<file path="src/aps_regs.svh">
// Purpose: Register offsets, field positions and reset values for the
//          analog pin select block.
// Assumes: APB with 32-bit data, one aligned word per register.
// Notes:   Definitions only.
`ifndef APS_REGS_SVH
`define APS_REGS_SVH
// ==========================================================
// Offsets
`define APS_SELECT_OFFSET 12'h000
`define APS_CONFIG_OFFSET 12'h004
`define APS_STATUS_OFFSET 12'h008
`define APS_REFCFG_OFFSET 12'h00c
// ==========================================================
// Fields
`define APS_REFP_BIT 14
`define APS_REFN_BIT 15
`define APS_SEQ_REFN_CH 2
`define APS_SEQ_REFP_CH 3
`define APS_SMALL_REFP_CH 1
`define APS_SEQ_BASE_CH 4
// ==========================================================
// Reset values
`define APS_SELECT_RESET 16'h0000
`define APS_CONFIG_RESET 3'h0
`define APS_REFCFG_RESET 4'h0
`endif

</file>
<file path="src/aps_pkg.sv">
// Purpose: Types shared by the analog pin select block.
// Assumes: Nothing beyond the header.
// Notes:   Reference sources are coded for the converter front end.
package aps_pkg;
	// ======================================================
	// Variant of the select word
	typedef enum logic [1:0] {
		APS_VAR_SEQ = 2'h0,
		APS_VAR_MASK = 2'h1,
		APS_VAR_PIN = 2'h3
	} aps_variant_type;
	// ======================================================
	// Positive reference source
	typedef enum logic [1:0] {
		APS_REFP_SUPPLY = 2'h0,
		APS_REFP_PIN = 2'h1,
		APS_REFP_FIXED = 2'h2
	} aps_refp_type;
	// ======================================================
	// Negative reference source
	typedef enum logic [0:0] {
		APS_REFN_GROUND = 1'h0,
		APS_REFN_PIN = 1'h1
	} aps_refn_type;
endpackage

</file>
<file path="src/aps_select.sv">
// Purpose: APB analog pin select register and its decode to buffers and refs.
// Assumes: One clock; inputs synchronous to pclk.
// Notes:   Variant and part size come from a config register.
`timescale 1ns/100ps
`default_nettype none
`include "aps_regs.svh"
module aps_select
	import aps_pkg::*;
#(
	parameter int PINS = 16
)
(
	// APB
	input wire logic pclk,
	input wire logic presetn,
	input wire logic psel,
	input wire logic penable,
	input wire logic pwrite,
	input wire logic [11:0] paddr,
	input wire logic [31:0] pwdata,
	input wire logic [3:0] pstrb,
	output logic [31:0] prdata,
	output logic pready,
	output logic pslverr,
	// Pin state
	input wire logic [PINS-1:0] pin_analog_cap,
	input wire logic [PINS-1:0] pin_is_input,
	// Automatic set from analog read or touch
	input wire logic use_valid,
	input wire logic [3:0] use_pin,
	// Converter side
	output logic [PINS-1:0] dig_buf_off,
	output aps_refp_type refp_sel,
	output aps_refn_type refn_sel,
	output logic [3:0] refp_chan,
	output logic [3:0] refn_chan
);
	// ======================================================
	// Registers
	logic [15:0] select_reg;
	logic [15:0] select_next;
	logic [2:0] config_reg;
	logic [3:0] refcfg_reg;
	aps_variant_type variant;
	logic large_part;
	logic small_part;
	logic wr_en;
	logic rd_hit;
	logic [15:0] seq_mask;
	logic [15:0] mask_eff;
	logic [15:0] pin_valid;
	logic [15:0] set_mask;
	assign variant = aps_variant_type'(config_reg[1:0]);
	assign large_part = config_reg[2];
	assign small_part = ~config_reg[2];
	assign wr_en = psel & penable & pwrite;
	assign pready = 1'b1;
	// ======================================================
	// Address decode
	function automatic logic known_addr(input logic [11:0] a);
		known_addr = (a == `APS_SELECT_OFFSET) || (a == `APS_CONFIG_OFFSET)
			|| (a == `APS_STATUS_OFFSET) || (a == `APS_REFCFG_OFFSET);
	endfunction
	assign pslverr = psel & penable & ~known_addr(paddr);
	assign rd_hit = psel & ~penable & ~pwrite;
	// Merge bytes of a write into a word
	function automatic logic [15:0] merge16(input logic [15:0] old,
		input logic [31:0] d, input logic [3:0] s);
		merge16 = {s[1] ? d[15:8] : old[15:8], s[0] ? d[7:0] : old[7:0]};
	endfunction
	// ======================================================
	// Per-pin bits that exist on this part
	always_comb
	begin
		if (variant == APS_VAR_PIN && small_part)
			pin_valid = 16'h0016;
		else
			pin_valid = 16'hffff;
		set_mask = 16'h0000;
		if (use_valid && variant == APS_VAR_PIN)
			set_mask[use_pin] = 1'b1;
		set_mask = set_mask & pin_valid;
	end
	// ======================================================
	// Select word: hardware set wins over a software clear
	always_comb
	begin
		select_next = select_reg;
		if (wr_en && paddr == `APS_SELECT_OFFSET)
			select_next = merge16(select_reg, pwdata, pstrb);
		if (variant == APS_VAR_PIN)
			select_next = (select_next | set_mask) & pin_valid;
	end
	always_ff @(posedge pclk or negedge presetn)
	begin
		if (!presetn)
			select_reg <= `APS_SELECT_RESET;
		else
			select_reg <= select_next;
	end
	always_ff @(posedge pclk or negedge presetn)
	begin
		if (!presetn)
			config_reg <= `APS_CONFIG_RESET;
		else if (wr_en && paddr == `APS_CONFIG_OFFSET && pstrb[0])
			config_reg <= pwdata[2:0];
	end
	always_ff @(posedge pclk or negedge presetn)
	begin
		if (!presetn)
			refcfg_reg <= `APS_REFCFG_RESET;
		else if (wr_en && paddr == `APS_REFCFG_OFFSET && pstrb[0])
			refcfg_reg <= pwdata[3:0];
	end
	// ======================================================
	// Sequential decode
	aps_seq_decode u_seq (
		.count(select_reg[3:0]),
		.large_part(large_part),
		.chan_mask(seq_mask)
	);
	// Lower channel gate: a gap cuts every higher channel off
	function automatic logic [15:0] seq_gate(input logic [15:0] m,
		input logic [15:0] cap, input logic [15:0] inp);
		logic ok;
		ok = 1'b1;
		seq_gate = 16'h0000;
		for (int i = 0; i < 16; i++)
		begin
			if (m[i])
			begin
				ok = ok & cap[i] & inp[i];
				seq_gate[i] = ok;
			end
		end
	endfunction
	// ======================================================
	// Buffer disconnect
	always_comb
	begin
		case (variant)
		APS_VAR_SEQ:
			mask_eff = seq_gate(seq_mask, pin_analog_cap,
				pin_is_input);
		APS_VAR_MASK:
			mask_eff = {3'h0, select_reg[12:0]};
		APS_VAR_PIN:
			mask_eff = select_reg;
		default:
			mask_eff = 16'h0000;
		endcase
	end
	always_ff @(posedge pclk or negedge presetn)
	begin
		if (!presetn)
			dig_buf_off <= '0;
		else
			dig_buf_off <= mask_eff[PINS-1:0];
	end
	// ======================================================
	// References
	always_ff @(posedge pclk or negedge presetn)
	begin
		if (!presetn)
		begin
			refp_sel <= APS_REFP_SUPPLY;
			refn_sel <= APS_REFN_GROUND;
			refp_chan <= 4'h0;
			refn_chan <= 4'h0;
		end
		else if (variant == APS_VAR_PIN)
		begin
			refp_sel <= aps_refp_type'(refcfg_reg[1:0]);
			refn_sel <= aps_refn_type'(refcfg_reg[2]);
			refp_chan <= 4'h0;
			refn_chan <= 4'h0;
		end
		else
		begin
			refp_sel <= select_reg[`APS_REFP_BIT] ? APS_REFP_PIN
				: APS_REFP_SUPPLY;
			refn_sel <= (select_reg[`APS_REFN_BIT]
				&& !(variant == APS_VAR_MASK && small_part))
				? APS_REFN_PIN : APS_REFN_GROUND;
			refp_chan <= (variant == APS_VAR_MASK && small_part)
				? 4'(`APS_SMALL_REFP_CH) : 4'(`APS_SEQ_REFP_CH);
			refn_chan <= 4'(`APS_SEQ_REFN_CH);
		end
	end
	// ======================================================
	// Read data
	always_ff @(posedge pclk or negedge presetn)
	begin
		if (!presetn)
			prdata <= 32'h00000000;
		else if (rd_hit)
		begin
			case (paddr)
			`APS_SELECT_OFFSET: prdata <= {16'h0000, select_reg};
			`APS_CONFIG_OFFSET: prdata <= {29'h0, config_reg};
			`APS_STATUS_OFFSET: prdata <= {16'h0000, mask_eff};
			`APS_REFCFG_OFFSET: prdata <= {28'h0, refcfg_reg};
			default: prdata <= 32'h00000000;
			endcase
		end
	end
endmodule // aps_select
`default_nettype wire

</file>
<file path="src/aps_seq_decode.sv">
// Purpose: Channel count to channel mask decode for the sequential variant.
// Assumes: Count fits in the low four bits of the select word.
// Notes:   Combinational only.
`timescale 1ns/100ps
`default_nettype none
`include "aps_regs.svh"
module aps_seq_decode
	import aps_pkg::*;
(
	// Count in
	input wire logic [3:0] count,
	input wire logic large_part,
	// Channel mask out
	output logic [15:0] chan_mask
);
	// ======================================================
	// Decode
	always_comb
	begin
		chan_mask = 16'h0000;
		for (int i = 0; i < `APS_SEQ_BASE_CH; i++)
		begin
			if (count > i[3:0])
				chan_mask[i] = 1'b1;
		end
		for (int k = 0; k < 8; k++)
		begin
			if (count > k[3:0] + 4'h4)
			begin
				if (large_part)
					chan_mask[k + 5] = 1'b1;
				else if (k < 5)
					chan_mask[k + 8] = 1'b1;
			end
		end
	end
endmodule // aps_seq_decode
`default_nettype wire

</file>
<file path="config.mk">
export PLATFORM = sky130hd
export DESIGN_NAME = aps_select
export DESIGN_NICKNAME = d
export VERILOG_FILES = /design/src/aps_pkg.sv /design/src/aps_select.sv /design/src/aps_seq_decode.sv
export VERILOG_INCLUDE_DIRS = /design/src /design/src/src
export SDC_FILE = /design/constraint.sdc
export NUM_CORES = 1
export LEC_CHECK = 0
export BUFFER_PORTS_ARGS = -buffer_cell sky130_fd_sc_hd__buf_4
export CAP_MARGIN = 20
export CORE_MARGIN = 3
export CORE_UTILIZATION = 30
export CTS_CLUSTER_DIAMETER = 200
export DETAILED_ROUTE_END_ITERATION = 10
export PLACE_DENSITY = 0.55
export SLEW_MARGIN = 25
export SYNTH_ARGS = -nofsm -noshare
export SYNTH_HDL_FRONTEND = slang
export SYNTH_SLANG_ARGS = --single-unit
</file>
<file path="constraint.sdc">
create_clock -name pclk -period 2.5 [get_ports pclk]
set_input_delay 0.625 -clock pclk [delete_from_list [all_inputs] [get_ports pclk]]
set_output_delay 0.625 -clock pclk [all_outputs]
set_load 0.02 [all_outputs]
</file>
==> impl_metrics.py <==
metrics = {
    "synthesis": {
        "synthArstFlopShare_pct": 100,
        "yosysTopAreaCell": "dfrtp_1",
        "synth_cell_types": 54,
        "syn_inst": 328,
        "yosysWarnings": 0,
        "synth_edf_count": 0,
        "synth.area.top_cells": "dfrtp_1 (47%), nand2_1 (5.7%), buf_4 (5.4%), mux2i_1 (4.7%), a21oi_1 (3.0%)",
        "synth_seq_area_share_pct": 46.8,
        "avgSynthCellArea_um2": 9.79,
        "synth_top_area_share_pct": 46.8,
        "ys.flop_type": "dfrtp_1",
        "netlist_area_um2": 3210,
        "synth_seq_cells": 60,
    },
    "critical_path": {
        "crit_top_cell": "buf_4",
        "criticalPathCategory": "primary input to output pin",
        "critPathMaxFanout": 4,
        "slowest_stage": "nor4_1",
        "path_buf_inv": 2,
        "start_kind": "primary input",
        "worst_path_largest_cell_delay_ns": 0.38,
        "endpoint_kind": "output pin",
        "cp_top_family": "simple AND/OR/NAND/NOR gates",
        "crit_chain": "buf_4 -> nor4_1 -> nand3_1 -> and3_1 -> buf_4",
        "cp.arrival_ns": 1.71,
        "required_ns": 1.88,
    },
    "grt": {
        "track_usage_pct": 15.9,
        "overflow": 0,
        "antenna_found_initial": 0,
        "grt_pass1_wl_mm": 14.4,
        "grt_pass1_vias": 2757,
        "grt_max_degree": 61,
    },
    "floorplan": {
        "fp-row-count": 37,
        "die_height_um": 109,
        "die_w_um": 109,
        "ios": 151,
        "dieArea_um2": 12000,
        "core-area_um2": 10400,
        "start_util_pct": 31.0,
    },
    "timing": {
        "drv_slew": 0,
        "hold_viol": 0,
        "skew_ns": 0.0108,
        "setup_viol": 0,
        "maxSlewHeadroom_pct": 50.6,
        "setup_tns_ns": 0,
        "fmax_mhz": 428,
        "whs_ns": 0.355,
        "post-route-period-util_pct": 93.6,
        "worstMarginPinSlew_ns": 0.741,
        "fin_crit_ns": 2.34,
        "rsz0062_at_grt": "no",
    },
    "pwr": {
        "powerDensity_nw_per_um2": 473,
        "p_leak_nw": 2.10,
        "ir_worst_vdd_mv": 0.240,
    },
    "clocking": {
        "cts_sinks": 60,
        "cts_buffer_depth": 2,
        "cts_buffers": 9,
        "cts_max_level": 3,
        "post_cts_buffers": 0,
        "cts_resized": 0,
        "clkTransAtPathRegs_ns": 0.07,
        "cts_root_buf": "clkbuf_8",
        "tritoncts": "yes",
        "clk_latency_ns": 0.33,
        "cts_hold_buf": 0,
    },
    "route": {
        "first_pass_iters": 4,
        "vias": 2872,
        "antenna_left": 0,
        "dr.first_iter.drc_count": 131,
        "vias_per_cell": 4.96,
        "wirelength_mm": 9.50,
        "drcViolationCount": 0,
        "wl_per_cell_um": 16.4,
    },
    "finish": {
        "n_antenna_cell": 0,
        "final_cell_mix": "buf_4 (116), dfrtp_1 (60), nand2_1 (49)",
        "layout.cells.most_common": "buf_4",
        "area_growth_pct": 34.0,
        "nNetsFinal": 528,
        "drive_gt1_share_pct": 33.2,
        "fin_util_pct": 41.5,
    },
    "hold_path": {
        "min_path_type": "primary input to asynchronous set/reset pin",
    },
    "place": {
        "numPortBuffers": 102,
        "dp_hpwl_mm": 7.35,
        "gp_congestion": 0.838,
    },
    "run": {
        "drv_cap": 0,
    },
    "outcome": {
        "outcome": "finished clean",
    },
}
-- power breakdown --
group	total, mW	leakage (nW)	switching [mW]	internal [mW]
Clock	0.878	0.0983	0.393	0.485
Combinational	0.185	1.19	0.105	0.0798
Sequential	0.972	0.807	0.000821	0.971
Total	2.03	2.10	0.499	1.54
-- routing by layer --
layer | track usage, % | vias up | wire length [um]
met5 | 0 | - | 0
met4 | 3.47 | 0 | 59
met3 | 3.93 | 5 | 725
met2 | 25.8 | 104 | 4500
met1 | 21.6 | 1393 | 4210
li1 | - | 1370 | -
-- synthesized netlist by cell type (all sizes together), types with 2 or more instances --
| master | count |
|---|---|
| dfrtp | 60 |
| nand2 | 49 |
| buf | 24 |
| a21oi | 19 |
| o21ai | 17 |
| mux2i | 15 |
| clkbuf | 13 |
| nor2 | 13 |
| nand3 | 10 |
| and2 | 8 |
| mux2 | 7 |
| a22oi | 6 |
| and3 | 6 |
| nand4 | 6 |
| a22o | 5 |
| a32o | 5 |
| inv | 5 |
| nor2b | 5 |
| a211oi | 4 |
| and4 | 4 |
| nor3 | 4 |
| nor3b | 4 |
| o211ai | 4 |
| a211o | 2 |
| a21o | 2 |
| a221o | 2 |
| a221oi | 2 |
| a31oi | 2 |
| conb | 2 |
| nand3b | 2 |
| nor4 | 2 |
| o2111ai | 2 |
-- worst paths after layout --
kind | startpoint | slack [ns] | to | cells after the start
setup / recovery | paddr[1] | 0.16 | pslverr | 5
hold / removal | presetn | 0.35 | prdata[0] | 1
setup reg to reg | select_reg[2] | 0.23 | prdata[7] | 5
hold reg to reg | prdata[10] | 0.49 | prdata[10] | 2
max in group asynchronous | presetn | 1.65 | select_reg[12] | 1
min in group pclk | prdata[10] | 0.49 | prdata[10] | 2
-- final cells by class --
class | instances | area [um2]
fillers | 1071 | 6070
multi-input cells | 246 | 1540
flip-flops and latches | 60 | 1500
repair buffers | 116 | 871
well taps | 136 | 170
clock buffers | 10 | 138
clock inverters | 6 | 63.8
inverters | 5 | 18.8
-- cells by family (layout without fill, tap and decap cells) --
family,after synthesis,in the layout,share of synthesized area (%)
buffers and inverters,42,137,7.64
AO/OA/AOI/OAI,82,82,18.5
AND/OR/NAND/NOR,119,119,19.1
other,2,22,0.234
flip-flops,60,60,46.8
multiplexers,23,23,7.83
-- metrics by stage --
| step | instances | power (mW) | instance area (um2) | setup WS (ns) |
|---|---|---|---|---|
| detailed placement | 563 | 1.18 | 4100 | 0.189 |
| global placement | 563 | 1.18 | 4100 | 0.190 |
| global route | 579 | 2.12 | 4300 | 0.0385 |
| CTS | 579 | 2.06 | 4300 | 0.175 |
| finish | 579 | 2.03 | 4300 | 0.161 |
| floorplan | 348 | 1.08 | 3290 | 0.288 |
Power figures use the tool's default switching activity.
